**src/cwf_cfg.svh**
```systemverilog
// Offsets, field positions, reset values and timing counts of the wake filter.
// Assumes inclusion by bare name from the package and the top module.
`ifndef CWF_CFG_SVH
`define CWF_CFG_SVH

`define CWF_ADDR_W 8
`define CWF_OFS_CTRL 8'h00
`define CWF_OFS_BITRATE 8'h04
`define CWF_OFS_TIMEOUT 8'h08
`define CWF_OFS_ID_VAL 8'h0c
`define CWF_OFS_ID_MSK 8'h10
`define CWF_OFS_DVAL_LO 8'h14
`define CWF_OFS_DVAL_HI 8'h18
`define CWF_OFS_DMSK_LO 8'h1c
`define CWF_OFS_DMSK_HI 8'h20
`define CWF_OFS_STATUS 8'h24
`define CWF_OFS_ACK 8'h28

`define CWF_CTRL_NORMAL 0
`define CWF_CTRL_MODE_LO 1
`define CWF_CTRL_MODE_HI 2
`define CWF_CTRL_ID_EXT 3

`define CWF_ST_RUN 0
`define CWF_ST_INACTIVE 1
`define CWF_ST_ALERT 2
`define CWF_ST_IGN 3
`define CWF_ST_CNT_LO 16

`define CWF_STD_ID_W 11
`define CWF_EXT_ID_W 29

`define CWF_RST_BITRATE 16'h0028
`define CWF_RST_TIMEOUT 16'h03e8

`define CWF_CLK_HZ 20000000
`define CWF_TICK_MS 1
`define CWF_TICK_CYCLES ((`CWF_CLK_HZ / 1000) * `CWF_TICK_MS)

`endif

```
**src/cwf_pkg.sv**
```systemverilog
// Types shared by the wake filter modules.
// Assumes the configuration header is on the include path.
`include "cwf_cfg.svh"

package cwf_pkg;

   typedef enum logic [1:0] {
      CWF_MODE_DIS = 2'h0,
      CWF_MODE_EN = 2'h1,
      CWF_MODE_LOSSLESS = 2'h2,
      CWF_MODE_KEEP = 2'h3
   } cwf_mode_t;

   typedef enum logic [1:0] {
      CWF_SLEEP = 2'h1,
      CWF_RUN = 2'h2
   } cwf_fsm_t;

   typedef struct packed {
      cwf_fsm_t fsm;
      logic silent;
      cwf_mode_t mode;
      logic id_ext;
      logic [15:0] bitrate;
      logic [15:0] timeout;
      logic [`CWF_EXT_ID_W-1:0] id_val;
      logic [`CWF_EXT_ID_W-1:0] id_msk;
      logic [63:0] dat_val;
      logic [63:0] dat_msk;
      logic [15:0] tick_cnt;
      logic [15:0] tmo_cnt;
      logic alert;
      logic log_pulse;
      logic frame_wake;
      logic run;
      logic rx_low;
      logic [31:0] rdata;
   } cwf_state_t;

endpackage

```
**src/cwf_sync.sv**
```systemverilog
// Two flip-flop synchroniser for one level arriving from a pin.
// Assumes the level changes slowly compared with the system clock.
module cwf_sync (
   // Clock and reset
   input wire logic clk_sys_i,
   input wire logic rst_i,
   // Level in and out
   input wire logic async_i,
   output logic sync_o
);

   typedef struct packed {
      logic meta;
      logic stable;
   } cwf_sync_t;

   cwf_sync_t s_r;
   cwf_sync_t s_nxt;

   always_comb begin
      s_nxt.meta = async_i;
      s_nxt.stable = s_r.meta;
   end

   always_ff @(posedge clk_sys_i) begin
      if (rst_i) begin
         s_r <= '0;
      end else begin
         s_r <= s_nxt;
      end
   end

   assign sync_o = s_r.stable;

endmodule

```
**src/cwf_match.sv**
```systemverilog
// Masked compare of an observed word against a programmed value.
// Assumes all inputs are from the same clock domain; the result is combinational.
module cwf_match #(
   parameter int W = 64
) (
   // Programmed value and mask
   input wire logic [W-1:0] val_i,
   input wire logic [W-1:0] msk_i,
   // Observed word and result
   input wire logic [W-1:0] obs_i,
   output logic hit_o
);

   // Only positions with a mask one take part; an all-zero mask always hits.
   assign hit_o = ~|((obs_i ^ val_i) & msk_i); // [RULE_09] [RULE_14] [RULE_15] [RULE_17]

endmodule

```
**src/can_wake_filter.sv**
```systemverilog
// Wake-up filter and channel control for one CAN channel of a data logger.
// Assumes a same-clock CAN controller that presents each received frame as a
// one-cycle strobe, and an ignition level that arrives straight from a pin.
//
// Functional notes
// [RULE_01] Normal setting on lets the channel drive the bus; off keeps it silent.
// [RULE_02] Channel runs at the programmed bit rate shared by all bus nodes.
// [RULE_03] No qualifying frame for the timeout marks the wake source inactive.
// [RULE_04] Timeout makes a log entry and a pending alert until acknowledged.
// [RULE_05] Disabled mode never starts the logger; receiver held in low power.
// [RULE_06] Enabled mode starts on a frame; receiver stays in standby asleep.
// [RULE_07] Lossless mode starts on a frame with the receiver kept powered.
// [RULE_08] Keep-awake starts on ignition; stops when ignition and frames are gone.
// [RULE_09] Identifier bits with a mask one must equal the programmed identifier.
// [RULE_10] Standard frames compare an 11-bit identifier, bits 0 to 10.
// [RULE_11] Identifier value and mask are standard or extended; format must agree.
// [RULE_12] A zero identifier mask accepts every received frame.
// [RULE_13] The payload filter spans all 64 payload bits.
// [RULE_14] Payload mask one includes a position, zero excludes it.
// [RULE_15] Every masked payload bit must equal the programmed payload value.
// [RULE_16] A wake needs both identifier and payload filters to pass.
// [RULE_17] A zero payload mask accepts any payload.
// [RULE_18] The wake frame keeps the logger running; its absence stops it.
// [RULE_19] Timer restarts on each qualifying frame, expires after the full timeout.
// [RULE_20] Only one nominal bit rate; no flexible data rate.
//
// Added by the designer: the address map and strobed register access.
`include "cwf_cfg.svh"

module can_wake_filter
   import cwf_pkg::*;
#(
   parameter int TICK_CYCLES = `CWF_TICK_CYCLES
) (
   // Clock and reset
   input wire logic clk_sys_i,
   input wire logic rst_i,
   // Register port
   input wire logic [`CWF_ADDR_W-1:0] reg_addr_i,
   input wire logic [31:0] reg_wdata_i,
   input wire logic reg_wr_i,
   input wire logic reg_rd_i,
   output logic [31:0] reg_rdata_o,
   // Received frames from the controller
   input wire logic rx_valid_i,
   input wire logic rx_ext_i,
   input wire logic [`CWF_EXT_ID_W-1:0] rx_id_i,
   input wire logic [63:0] rx_data_i,
   // Ignition pin
   input wire logic ignition_i,
   // Controller and transceiver control
   output logic silent_o,
   output logic [15:0] bit_div_o,
   output logic rx_low_power_o,
   // Logger control and events
   output logic logger_run_o,
   output logic any_wake_source_o,
   output logic bus_frame_wake_o,
   output logic log_entry_o,
   output logic alert_o
);

   ////////////////////////////////////////////////////////////////////////////
   // State and filters

   localparam logic [15:0] TICK_LAST = 16'(TICK_CYCLES - 1);
   localparam logic [`CWF_EXT_ID_W-1:0] STD_ID_MASK = `CWF_EXT_ID_W'(12'h7ff);

   cwf_state_t s_r;
   cwf_state_t s_nxt;
   logic ign_s;
   logic id_hit;
   logic dat_hit;
   logic fmt_ok;
   logic id_ok;
   logic qual;
   logic expire;
   logic inactive;
   logic wake_mode;
   logic [`CWF_EXT_ID_W-1:0] id_msk_eff;

   cwf_sync u_ign_sync (
      .clk_sys_i(clk_sys_i),
      .rst_i(rst_i),
      .async_i(ignition_i),
      .sync_o(ign_s)
   );

   // Standard format only looks at the low 11 identifier bits.
   assign id_msk_eff = s_r.id_ext ? s_r.id_msk : (s_r.id_msk & STD_ID_MASK); // [RULE_10]

   cwf_match #(
      .W(`CWF_EXT_ID_W)
   ) u_id_match (
      .val_i(s_r.id_val),
      .msk_i(id_msk_eff),
      .obs_i(rx_id_i),
      .hit_o(id_hit)
   );

   cwf_match #(
      .W(64)
   ) u_dat_match (
      .val_i(s_r.dat_val),
      .msk_i(s_r.dat_msk),
      .obs_i(rx_data_i), // [RULE_13]
      .hit_o(dat_hit)
   );

   assign fmt_ok = (rx_ext_i == s_r.id_ext); // [RULE_11]
   assign id_ok = (id_msk_eff == '0) | (id_hit & fmt_ok); // [RULE_12]
   assign qual = rx_valid_i & id_ok & dat_hit; // [RULE_16]
   assign wake_mode = (s_r.mode != CWF_MODE_DIS);
   assign inactive = (s_r.tmo_cnt == 16'h0000); // [RULE_03]
   assign expire = (s_r.fsm == CWF_RUN) & (s_r.tmo_cnt == 16'h0001)
                 & (s_r.tick_cnt == TICK_LAST) & ~qual;

   ////////////////////////////////////////////////////////////////////////////
   // Next state

   always_comb begin
      s_nxt = s_r;
      s_nxt.log_pulse = 1'b0;
      s_nxt.frame_wake = 1'b0;
      s_nxt.rdata = 32'h0000_0000;

      // Register writes.
      if (reg_wr_i) begin
         unique case (reg_addr_i)
            `CWF_OFS_CTRL: begin
               s_nxt.silent = ~reg_wdata_i[`CWF_CTRL_NORMAL];
               s_nxt.mode = cwf_mode_t'(reg_wdata_i[`CWF_CTRL_MODE_HI:`CWF_CTRL_MODE_LO]);
               s_nxt.id_ext = reg_wdata_i[`CWF_CTRL_ID_EXT];
            end
            `CWF_OFS_BITRATE: s_nxt.bitrate = reg_wdata_i[15:0]; // [RULE_20]
            `CWF_OFS_TIMEOUT: s_nxt.timeout = reg_wdata_i[15:0];
            `CWF_OFS_ID_VAL: s_nxt.id_val = reg_wdata_i[`CWF_EXT_ID_W-1:0];
            `CWF_OFS_ID_MSK: s_nxt.id_msk = reg_wdata_i[`CWF_EXT_ID_W-1:0];
            `CWF_OFS_DVAL_LO: s_nxt.dat_val[31:0] = reg_wdata_i;
            `CWF_OFS_DVAL_HI: s_nxt.dat_val[63:32] = reg_wdata_i;
            `CWF_OFS_DMSK_LO: s_nxt.dat_msk[31:0] = reg_wdata_i;
            `CWF_OFS_DMSK_HI: s_nxt.dat_msk[63:32] = reg_wdata_i;
            `CWF_OFS_ACK: begin
               if (reg_wdata_i[0]) begin
                  s_nxt.alert = 1'b0;
               end
            end
            default: begin
            end
         endcase
      end

      // Register reads, answered in the following cycle only.
      if (reg_rd_i) begin
         unique case (reg_addr_i)
            `CWF_OFS_CTRL: s_nxt.rdata = {28'h0, s_r.id_ext, s_r.mode, ~s_r.silent};
            `CWF_OFS_BITRATE: s_nxt.rdata = {16'h0000, s_r.bitrate};
            `CWF_OFS_TIMEOUT: s_nxt.rdata = {16'h0000, s_r.timeout};
            `CWF_OFS_ID_VAL: s_nxt.rdata = {3'h0, s_r.id_val};
            `CWF_OFS_ID_MSK: s_nxt.rdata = {3'h0, s_r.id_msk};
            `CWF_OFS_DVAL_LO: s_nxt.rdata = s_r.dat_val[31:0];
            `CWF_OFS_DVAL_HI: s_nxt.rdata = s_r.dat_val[63:32];
            `CWF_OFS_DMSK_LO: s_nxt.rdata = s_r.dat_msk[31:0];
            `CWF_OFS_DMSK_HI: s_nxt.rdata = s_r.dat_msk[63:32];
            `CWF_OFS_STATUS: begin
               s_nxt.rdata[`CWF_ST_RUN] = s_r.run;
               s_nxt.rdata[`CWF_ST_INACTIVE] = inactive;
               s_nxt.rdata[`CWF_ST_ALERT] = s_r.alert;
               s_nxt.rdata[`CWF_ST_IGN] = ign_s;
               s_nxt.rdata[31:`CWF_ST_CNT_LO] = s_r.tmo_cnt;
            end
            default: s_nxt.rdata = 32'h0000_0000;
         endcase
      end

      // Inactivity timer in millisecond ticks.
      if (qual && wake_mode) begin
         s_nxt.tick_cnt = 16'h0000; // [RULE_19]
         s_nxt.tmo_cnt = s_r.timeout;
         s_nxt.frame_wake = 1'b1;
      end else if (!inactive) begin
         if (s_r.tick_cnt == TICK_LAST) begin
            s_nxt.tick_cnt = 16'h0000;
            s_nxt.tmo_cnt = s_r.tmo_cnt - 16'h0001;
         end else begin
            s_nxt.tick_cnt = s_r.tick_cnt + 16'h0001;
         end
      end

      // Timeout event; a same-cycle acknowledge loses against it.
      if (expire && wake_mode) begin
         s_nxt.log_pulse = 1'b1; // [RULE_04]
         s_nxt.alert = 1'b1;
      end

      // Logger run control.
      unique case (s_r.fsm)
         CWF_SLEEP: begin
            if ((s_r.mode == CWF_MODE_EN || s_r.mode == CWF_MODE_LOSSLESS) && qual) begin
               s_nxt.fsm = CWF_RUN; // [RULE_06] [RULE_07]
            end else if (s_r.mode == CWF_MODE_KEEP && (ign_s || qual)) begin
               s_nxt.fsm = CWF_RUN; // [RULE_08]
            end
         end
         CWF_RUN: begin
            if (s_r.mode == CWF_MODE_DIS) begin
               s_nxt.fsm = CWF_SLEEP; // [RULE_05]
            end else if (s_r.mode == CWF_MODE_KEEP) begin
               if (!ign_s && (inactive || expire) && !qual) begin
                  s_nxt.fsm = CWF_SLEEP; // [RULE_08]
               end
            end else if (expire) begin
               s_nxt.fsm = CWF_SLEEP; // [RULE_18]
            end
         end
         default: s_nxt.fsm = CWF_SLEEP;
      endcase

      s_nxt.run = (s_nxt.fsm == CWF_RUN);
      // Receiver power: off when disabled, standby while asleep in basic mode.
      unique case (s_nxt.mode)
         CWF_MODE_DIS: s_nxt.rx_low = 1'b1; // [RULE_05]
         CWF_MODE_EN: s_nxt.rx_low = (s_nxt.fsm == CWF_SLEEP); // [RULE_06]
         CWF_MODE_LOSSLESS: s_nxt.rx_low = 1'b0; // [RULE_07]
         CWF_MODE_KEEP: s_nxt.rx_low = 1'b0;
      endcase
   end

   ////////////////////////////////////////////////////////////////////////////
   // Registers

   always_ff @(posedge clk_sys_i) begin
      if (rst_i) begin
         s_r <= '0;
         s_r.fsm <= CWF_SLEEP;
         s_r.mode <= CWF_MODE_DIS;
         s_r.bitrate <= `CWF_RST_BITRATE;
         s_r.timeout <= `CWF_RST_TIMEOUT;
         s_r.rx_low <= 1'b1;
         s_r.silent <= 1'b1;
      end else begin
         s_r <= s_nxt;
      end
   end

   assign reg_rdata_o = s_r.rdata;
   assign silent_o = s_r.silent; // [RULE_01]
   assign bit_div_o = s_r.bitrate; // [RULE_02]
   assign rx_low_power_o = s_r.rx_low;
   assign logger_run_o = s_r.run;
   assign any_wake_source_o = s_r.run;
   assign bus_frame_wake_o = s_r.frame_wake;
   assign log_entry_o = s_r.log_pulse;
   assign alert_o = s_r.alert;
endmodule

```
**config.mk**
```make
export PLATFORM = sky130hd
export DESIGN_NAME = can_wake_filter
export DESIGN_NICKNAME = d
export VERILOG_FILES = /design/src/cwf_pkg.sv /design/src/cwf_sync.sv /design/src/cwf_match.sv /design/src/can_wake_filter.sv
export VERILOG_INCLUDE_DIRS = /design/src /design/src/src
export SDC_FILE = /design/constraint.sdc
export NUM_CORES = 1
export LEC_CHECK = 0
export BUFFER_PORTS_ARGS = -buffer_cell sky130_fd_sc_hd__buf_4
export CORE_MARGIN = 2
export CORE_UTILIZATION = 45
export DETAILED_ROUTE_END_ITERATION = 6
export PLACE_DENSITY = 0.64
export SETUP_SLACK_MARGIN = 0.02
export SLEW_MARGIN = 20
export SYNTH_ARGS = -nofsm -noshare
export SYNTH_HDL_FRONTEND = slang
export SYNTH_SLANG_ARGS = --single-unit
```
**constraint.sdc**
```tcl
create_clock -name clk_sys_i -period 2.31 [get_ports clk_sys_i]
set_input_delay 0.3465 -clock clk_sys_i [delete_from_list [all_inputs] [get_ports clk_sys_i]]
set_output_delay 0.3465 -clock clk_sys_i [all_outputs]
set_load 0.02 [all_outputs]
```
* Yosys cells after proc, flatten, opt, wreduce, memory -nomap -nowiden
Index checks and enable logic that the tools add are counted.
** Storage, ports and cells
- Register bits after elaboration :: 295
- Output and inout port bits :: 55
- Logic and storage cells :: 133
** Operators by class
- Add/sub/neg operators :: 2
- Eq/ne operators :: 24
- Multiplexer cells :: 31
- Bitwise gates (word level) :: 15
- Reduce and logical (&&, ||, !) cells :: 39
** Operators by type and width (count)
- 221-bit two-way mux :: 1
- 32-bit two-way mux :: 4
- 16-bit case mux with 7 select lines :: 1
- 16-bit two-way mux :: 6
- 12-bit case mux with 8 select lines :: 1
- 29-bit two-way mux :: 3
- 64-bit bitwise AND :: 1
- 64-bit OR reduction :: 1
- 64-bit XOR :: 1
- 4-bit case mux with 10 select lines :: 1
- 8-bit by 5-bit == test with 1-bit output, second input constant :: 4
- 29-bit bitwise AND :: 1
- 29-bit logical NOT :: 1
- 29-bit OR reduction :: 1
- 29-bit XOR :: 1
- 8-bit by 6-bit == test with 1-bit output, second input constant :: 3
- 2-bit AND reduction :: 10
- 16-bit by 1-bit adder with 16-bit output, second input constant :: 1
- 16-bit by 1-bit == test with 1-bit output, second input constant :: 1
- 16-bit by 15-bit == test with 1-bit output, second input constant :: 1
- 8-bit by 4-bit == test with 1-bit output, second input constant :: 2
- 16-bit logical NOT :: 1
- 16-bit by 1-bit subtractor with 16-bit output, second input constant :: 1
- 2-bit two-way mux :: 7
- 20 further kinds :: 56

* Logic depth before layout (Yosys ltp)
Gate-level depths: netlist of the first run.
- Depth in word-level cells :: 19
- Depth in mapped cells :: 9

* By module
A second synthesis of the first run with hierarchy kept.
** Unflattened totals
- Cells, all modules :: 1713
- Area total of the unflattened synthesis :: 13822.0 um^2
** Modules (own cells, without submodules)
- can_wake_filter :: instances 1, cells an instance 1557, area an instance 12480.7 um^2, sequential area each 5865.6 um^2
- cwf_match (u_dat_match) :: instances 1, cells an instance 105, area an instance 885.8 um^2, sequential area each 0.0 um^2
- cwf_match (u_id_match) :: instances 1, cells an instance 47, area an instance 402.9 um^2, sequential area each 0.0 um^2
- cwf_sync :: instances 1, cells an instance 4, area an instance 52.6 um^2, sequential area each 40.0 um^2

* Worst setup path before layout of the first run
No wires, ideal clock.
- Kind :: reg-to-reg
- From :: register s_r[39] in the netlist's numbering
- To :: register s_r, in the netlist any_wake_source_o
- Arrival time :: 2250 ps
- Required time :: 2194 ps
- Path slack :: -57 ps
- Cell stages (with the launch flop) :: 9
- Path buffers :: 2
- Cells stage by stage :: dfxtp_1 -> or4_1 -> buf_2 -> or3b_1 -> buf_6 -> nor3_4 -> a22oi_1 -> o31a_1 -> and4_1
** Between the ends
- Word-level cells in the longest chain between the ends :: 12
** RTL lines
- from (decl) :: RTL line can_wake_filter.sv:69 : cwf_state_t s_r;
- from (signal assigned) :: RTL line can_wake_filter.sv:242 : s_r <= s_nxt;
- 16-bit by 1-bit == test with 1-bit output :: RTL line can_wake_filter.sv:115 : assign expire = (s_r.fsm == CWF_RUN) & (s_r.tmo_cnt == 16'h0001)
- 1-bit bitwise AND :: RTL line can_wake_filter.sv:115
- 1-bit bitwise AND (2 in a row) :: RTL line can_wake_filter.sv:116 : & (s_r.tick_cnt == TICK_LAST) & ~qual;
- 1-bit logical OR :: RTL line can_wake_filter.sv:209 : if (!ign_s && (inactive || expire) && !qual) begin
- 1-bit logical AND (2 in a row) :: RTL line can_wake_filter.sv:209
- 2-bit two-way mux :: RTL line can_wake_filter.sv:209
- 2-bit two-way mux (*) :: RTL line can_wake_filter.sv:208 : end else if (s_r.mode == CWF_MODE_KEEP) begin
- 2-bit two-way mux (*) :: RTL line can_wake_filter.sv:206 : if (s_r.mode == CWF_MODE_DIS) begin
- 2-bit case mux with 2 select lines (*) :: RTL line can_wake_filter.sv:197 : unique case (s_r.fsm)
- 2-bit == test (*) :: RTL line can_wake_filter.sv:219 : s_nxt.run = (s_nxt.fsm == CWF_RUN);
Mark *: on every way between the ends. The rest lies on a longest branch, timed or not.
A chain may end at the register's enable or synchronous reset.

* Final worst setup path of the first run
- From :: register s_r[217] in the netlist's numbering
- To :: register s_r, in the netlist any_wake_source_o
** Between the ends
- Word-level cells in the longest chain between the ends :: 18
** RTL lines
- 29-bit two-way mux (*) :: RTL line can_wake_filter.sv:90 : assign id_msk_eff = s_r.id_ext ? s_r.id_msk : (s_r.id_msk & STD_ID_MASK);
- 29-bit bitwise AND :: RTL line cwf_match.sv:15 : assign hit_o = ~|((obs_i ^ val_i) & msk_i);
- 29-bit OR reduction :: RTL line cwf_match.sv:15
- 1-bit logical NOT :: RTL line cwf_match.sv:15
- 1-bit bitwise AND :: RTL line can_wake_filter.sv:111 : assign id_ok = (id_msk_eff == '0) | (id_hit & fmt_ok);
- 1-bit OR (*) :: RTL line can_wake_filter.sv:111
- 1-bit bitwise AND (*) (2 in a row) :: RTL line can_wake_filter.sv:112 : assign qual = rx_valid_i & id_ok & dat_hit;
- 1-bit inverter :: RTL line can_wake_filter.sv:116
- 1-bit bitwise AND :: RTL line can_wake_filter.sv:116
- 1-bit logical OR :: RTL line can_wake_filter.sv:209
- 1-bit logical AND (2 in a row) :: RTL line can_wake_filter.sv:209
- 2-bit two-way mux :: RTL line can_wake_filter.sv:209
- 2-bit two-way mux :: RTL line can_wake_filter.sv:208
- 2-bit two-way mux :: RTL line can_wake_filter.sv:206
- 2-bit case mux with 2 select lines (*) :: RTL line can_wake_filter.sv:197
- 2-bit == test (*) :: RTL line can_wake_filter.sv:219
Marked as above.

==> results of run 1 <==
-- area by class of cell --
| cell class | count | area, um^2 | share of cell area |
|---|---|---|---|
| Sequential cell | 295 | 5910 | 0.328 |
| Timing Repair Buffer | 384 | 3200 | 0.177 |
| Multi-Input combinational cell | 1265 | 7270 | 0.403 |
| Tap cell | 396 | 495 | 0.0275 |
| Clock inverter | 13 | 130 | 0.00722 |
| Inverter | 19 | 71.3 | 0.00395 |
| Clock buffer | 46 | 967 | 0.0536 |
-- synthesized netlist by cell type, types with 13 or more instances --
library cell / count / area [um^2]
a21oi_1: 232 / 1160
xnor2_1: 16 / 140
nor3_1: 35 / 175
a221oi_1: 17 / 149
dfxtp_1: 295 / 5910
a22o_1: 13 / 114
a222oi_1: 35 / 350
nand3_1: 23 / 115
xor2_1: 107 / 937
buf_4: 59 / 443
inv_1: 19 / 71.3
nand2_1: 493 / 1850
a22oi_1: 91 / 683
nor4_1: 17 / 106
nor2_1: 43 / 161
nand4_1: 23 / 144
clkbuf_1: 100 / 375
a31oi_1: 31 / 194
-- critical path, cell delays in order, from the launching register on --
cell	delay (ns)
dfxtp_1	0.34
o21ai_0	0.35
buf_4	0.20
nor4b_1	0.37
nand3_1	0.15
a21oi_1	0.17
buf_4	0.17
o2111ai_4	0.22
buf_4	0.21
a22oi_2	0.12
and4_1	0.21
-- power by group through the flow --
stage          logic (mW)  registers (mW)  clock network, mW
3_3_place_gp        0.639            5.22                  0
2_1_floorplan       0.230            5.21                  0
4_1_cts             0.661            5.11               5.42
3_5_place_dp        0.639            5.22                  0
5_1_grt             0.711            5.10               5.62
6_report            0.683            5.11               5.43
-- repair_timing --
item / in CTS / in global routing
endpoints found under the setup margin: 39 / 39
gates cloned: 1 / 0
gates resized for setup: 26 / 13
hold endpoints to repair: 0 / 0
pin swaps: 17 / 7
buffers inserted: 3 / 1
-- per-layer routing --
metal,up-vias,global-route usage,part of all wire
li1,6583,-,-
met1,6821,0.476,0.41
met2,967,0.536,0.44
met3,145,0.0697,0.11
met4,0,0.139,0.041
met5,-,0,0
-- worst min path at each step --
| stage | start | endpoint | slack (ns) |
|---|---|---|---|
| after floorplan | u_ign_sync.s_nxt[0] | u_ign_sync.sync_o | 0.41 |
| after global placement | u_ign_sync.s_nxt[0] | u_ign_sync.sync_o | 0.42 |
| after detailed placement | u_ign_sync.s_nxt[0] | u_ign_sync.sync_o | 0.43 |
| after CTS | rst_i | s_r[165] | 0.04 |
| after global routing | rst_i | u_ign_sync.s_nxt[0] | 0.04 |
| final | rst_i | u_ign_sync.s_nxt[0] | 0.04 |
-- logic make-up (layout without fill, tap and decap cells) --
kind of cell | count (synthesis) | after routing | synth area share
multiplexers | 5 | 5 | 0.00360
AND/OR/NAND/NOR | 675 | 675 | 0.207
adder cells (fa/ha/maj) | 7 | 7 | 0.00629
XOR/XNOR | 123 | 123 | 0.0774
flip-flops | 295 | 295 | 0.424
buffers and inverters | 189 | 462 | 0.0681
AO/OA/AOI/OAI | 455 | 455 | 0.213
-- registers in the layout (all words and copies together) (netlist names) --
| signal | cells |
|---|---|
| reg_rdata_o | 32 |
| bus_frame_wake_o | 1 |
| log_entry_o | 1 |
| rx_low_power_o | 1 |
| silent_o | 1 |
| s_r | 239 |
| u_ign_sync.s_nxt | 1 |
| alert_o | 1 |
| u_ign_sync.sync_o | 1 |
| bit_div_o | 16 |
| any_wake_source_o | 1 |
-- per-stage QoR --
| step | hold slack (ns) | TNS, ns | setup WS [ns] | instance area, um^2 |
|---|---|---|---|---|
| 5_1_grt | 0.0433 | -13.88 | -0.420 | 18000 |
| 3_5_place_dp | 0.429 | -19.90 | -0.567 | 16700 |
| 4_1_cts | 0.0354 | -8.05 | -0.243 | 18000 |
| 6_report | 0.0449 | -9.47 | -0.296 | 18000 |
| 2_1_floorplan | 0.414 | -0.0176 | -0.0176 | 13900 |
| 3_3_place_gp | 0.424 | -16.00 | -0.475 | 16700 |
==> results.txt, run 1 <==
# DRC: 7
RSZ-0062 raised after global routing: yes
Area delta synth->final: 29.6%
#FFs+latches synth: 295
PD cells: 622 nW/um^2
GRT Util Overall: 0.347
Flop2flop setup slack: -0.30 ns
Num CTS Buffers: 35
Fin crit share: 1.13
Fin cells: 2,418
Syn Inst Count: 1,749
Via count: 14,500
Overall power: 11.2 mW
Clock transition at the registers of the reported paths: 0.06 ns
Sw Pwr: 2.66 mW
Rel. slew slack: 0.521
Die width: 180 um
Synthesized cell area: 13,900 um^2
Seq/Total Area, Yosys: 0.424
Drt first pass iters: 7
Int Pwr: 8.55 mW
Most frequent cells in the layout: nand2_1, buf_4, dfxtp_1
Leakage Power: 6.98 nW
CP Launch Type: flop
Worst hold path type: in -> reg
Core Box Area: 30,500 um^2
Crit. End Element: flop
Worst slew pin tran: 0.718 ns
WL/cell: 24.2 um
Period minus WS final: 2.61 ns
First-pass GRT wire length: 86,400 um
Max Fclk: 384 MHz
Routed WL: 58,500 um
Yosys warning total: 0
Synth async-reset ratio: 0
Count of different cell masters after synthesis: 61
Clock Latency Late Sink: 0.53 ns
Buffers added on ports: 194
Critical Path RT: 2.76 ns
Combinational group share of total power: 0.061
Post-DP HPWL: 42,400 um
Worst Path Max Fanout: 7
Die ar.: 32,300 um^2
Clock power share: 0.484
Worst VDD drop: 0.569 mV
Hold Buf Count CTS: 0
Post-Syn Area per Cell: 7.96 um^2
Maximum buffer depth of the clock tree: 3
Final Max Slew Viols: 0
Violated checks: design-rule violations, negative setup slack
H-tree Lvls: 2
Root Buffer: clkbuf_16
Initial DRC Count: 2,278
DIE HEIGHT: 180 um
Most common cell after layout, fill and taps aside: nand2_1
Antenna fix cells: 0
WHS Path Cells: 2
Crit path to: any_wake_source_o
Reg-to-reg critical path endpoint: any_wake_source_o
Largest net degree at the start of global routing: 139
Post-synth EDFFs: 0
Final core occ: 0.591
Fill cells: 2,765
Final setup fails: 39
Grt total ovfl: 0
Status: complete, but fails checks
Ports: 195
R2r startpoint: s_r[217]
Layout cells sized above 1: 0.238
Crit Path Category: reg -> reg
Final WS setup: -0.296 ns
Gpl congestion: 1.01
Net Sw Frac: 0.237
Worst setup path start: s_r[217]
# rows: 64
Max-Cap Viols: 0
Routed vias/inst: 6.00
Setup Skew: 0.0241 ns
Nets@finish: 2,147
Clk sinks: 295
Initial antenna violation count: 0
Predominant post-synthesis flop cell: dfxtp_1
Crit path DAT: 3.05 ns
DRT antenna net count: 0
Final Hold Viols: 0
Sequential power share: 0.455
Syn Nets: 1,896
Reg2Reg Depth: 10
Vias in the first global route: 13,900
Placed Cells: 2,354
CTS tree: done
Initial core utilization: 0.456
Note: power is estimated with default switching activity, not from simulation.
==> run 2, diff against run 1 <==
Settings changed: CORE_MARGIN 2 to not set.
==> run 2 against run 1 <==
The flow still finishes with violations (design-rule violations, negative setup slack). Flip-flop and latch count is the same. Combinational power down 2%. Sequential share of layout area up 0.19 points. Wire length fell by 1.4%. Core utilization fell by 0.34 points. Register-to-register slack gained 0.08 ns. Via count increased by 1.0%. Hold slack about the same. Global-route usage grew 1.1 points. Critical path depth decreased by 1. Critical endpoint is now s_r[41]. Largest cell class unchanged.
==> results.txt, run 2 (same netlist as run 1, synthesis figures left out) <==
Status: complete, but fails checks
Violated checks: design-rule violations, negative setup slack
Final WS setup: -0.220 ns
GRT Util Overall: 0.358
WL/cell: 24.0 um
Max incr delay on CP: 0.44 ns
Final Hold Viols: 0
Register with the most flip-flops: s_r
Vias in the first global route: 13,500
Initial DRC Count: 2,225
WP buf/inv: 2
CP max-delay cell: a2111oi_4
Worst slew pin tran: 0.636 ns
Area delta synth->final: 28.9%
Post-DP HPWL: 41,600 um
CP delay by family, top: compound AO/OA/AOI/OAI gates
First-pass GRT wire length: 83,900 um
Die width: 178 um
Clock transition at the registers of the reported paths: 0.07 ns
Maximum buffer depth of the clock tree: 3
Critical Path RT: 2.79 ns
Largest net degree at the start of global routing: 116
Max-Cap Viols: 0
Routed vias/inst: 6.10
Crit Path Category: reg -> reg
Ports: 195
CTS tree: done
Final Max Slew Viols: 0
Initial core utilization: 0.456
DRT antenna net count: 0
Antenna fix cells: 0
Worst Path Max Fanout: 5
Grt total ovfl: 0
Most common cell after layout, fill and taps aside: nand2_1
Setup Skew: 0.0272 ns
Initial antenna violation count: 1
Crit. End Element: flop
Max Fclk: 395 MHz
H-tree Lvls: 1
Most frequent cells in the layout: nand2_1, buf_4, dfxtp_1
Clk sinks: 295
Routed WL: 57,700 um
Die ar.: 31,600 um^2
PD cells: 642 nW/um^2
Rel. slew slack: 0.576
Leakage Power: 6.90 nW
Gpl congestion: 1.02
Pre-CTS setup slack: -0.544 ns
Buffers added on ports: 194
Clock Latency Late Sink: 0.59 ns
Crit path DAT: 3.01 ns
Worst hold path type: in -> reg
RSZ-0062 raised after global routing: yes
Worst VDD drop: 0.529 mV
Root Buffer: clkbuf_16
# DRC: 18
CP Launch Type: flop
Multi-input gate area: 7210 um^2
Reg area: 5910 um^2
Fin crit share: 1.10
Max reg flops: 239
Final setup fails: 38
Core Box Area: 30,500 um^2
Worst Hold Slack: 0.0447 ns
Num CTS Buffers: 31
Period minus WS final: 2.53 ns
Fill cells: 2,754
# rows: 64
Via count: 14,700
DIE HEIGHT: 178 um
Overall power: 11.5 mW
Layout cells sized above 1: 0.230
Nets@finish: 2,129
Setup tns final: -5.19 ns
Drt first pass iters: 7
Cell Chain, Critical Path: xor2_2, a222oi_1, nand4_1, a2111oi_4, buf_4, o2111a_2, buf_6, a21oi_1, nor3_1
## run 2: cell types whose count changed in the layout (fill, tap and decap cells not counted), sizes merged, moves of 2 or more
| cell | change |
|---|---|
| buf | -15 |
| bufinv | +6 |
| clkinv | -4 |
| clkbuf | -2 |
| inv | -2 |
## run 2: worst reg2reg max path: stages, from the launching register on
cell       delay (ns)
dfxtp_2          0.33
xor2_2           0.16
a222oi_1         0.33
nand4_1          0.30
a2111oi_4        0.44
buf_4            0.18
o2111a_2         0.28
buf_6            0.15
a21oi_1          0.08
nor3_1           0.17
## run 2: cell type report
type                       instances  area share
clock buffer                      44      0.0499
clock inverter                    14      0.0154
inverter                          19     0.00398
multi-input combinational       1265       0.402
sequential                       295       0.329
tap                              396      0.0276
timing repair buffer             370       0.172
## run 2: timing repair
action / in CTS / in global routing
hold buffers: 1 / 0
setup endpoints to repair: 39 / 40
endpoints found under the hold margin: 1 / 0
gates resized for setup: 27 / 2
setup buffers: 0 / 1
pin swaps: 20 / 3
## run 2: path summary, 6_finish.rpt
check / slack [ns] / startpoint / to / cells after the start
worst min register to register: 0.44 / u_ign_sync.s_nxt[0] / u_ign_sync.sync_o / 1
worst max register to register: -0.22 / s_r[238] / s_r[41] / 9
worst min-delay path: 0.04 / rst_i / s_r[136] / 2
worst max-delay path: -0.22 / s_r[238] / s_r[41] / 9
## run 2: stage by stage
stage,area (um^2),util,instances
3_5_place_dp,16600,0.544,2343
5_1_grt,17900,0.588,2403
2_1_floorplan,13900,-,1749
6_report,17900,0.588,2403
4_1_cts,17900,0.587,2402
3_3_place_gp,16600,0.544,2343
## run 2: power by group
| part | switching, mW | total (mW) | leakage (nW) | internal, mW |
|---|---|---|---|---|
| combinational | 0.396 | 0.670 | 3.95 | 0.274 |
| sequential | 0.00940 | 5.10 | 2.38 | 5.09 |
| clock | 2.16 | 5.74 | 0.573 | 3.58 |
## run 2: routing by layer
layer	track usage	vias to the layer above	part of all wire
met1	0.486	6909	0.40
li1	-	6555	-
met2	0.541	1012	0.43
met5	0.0144	-	0.0013
met3	0.0754	181	0.11
met4	0.165	4	0.051
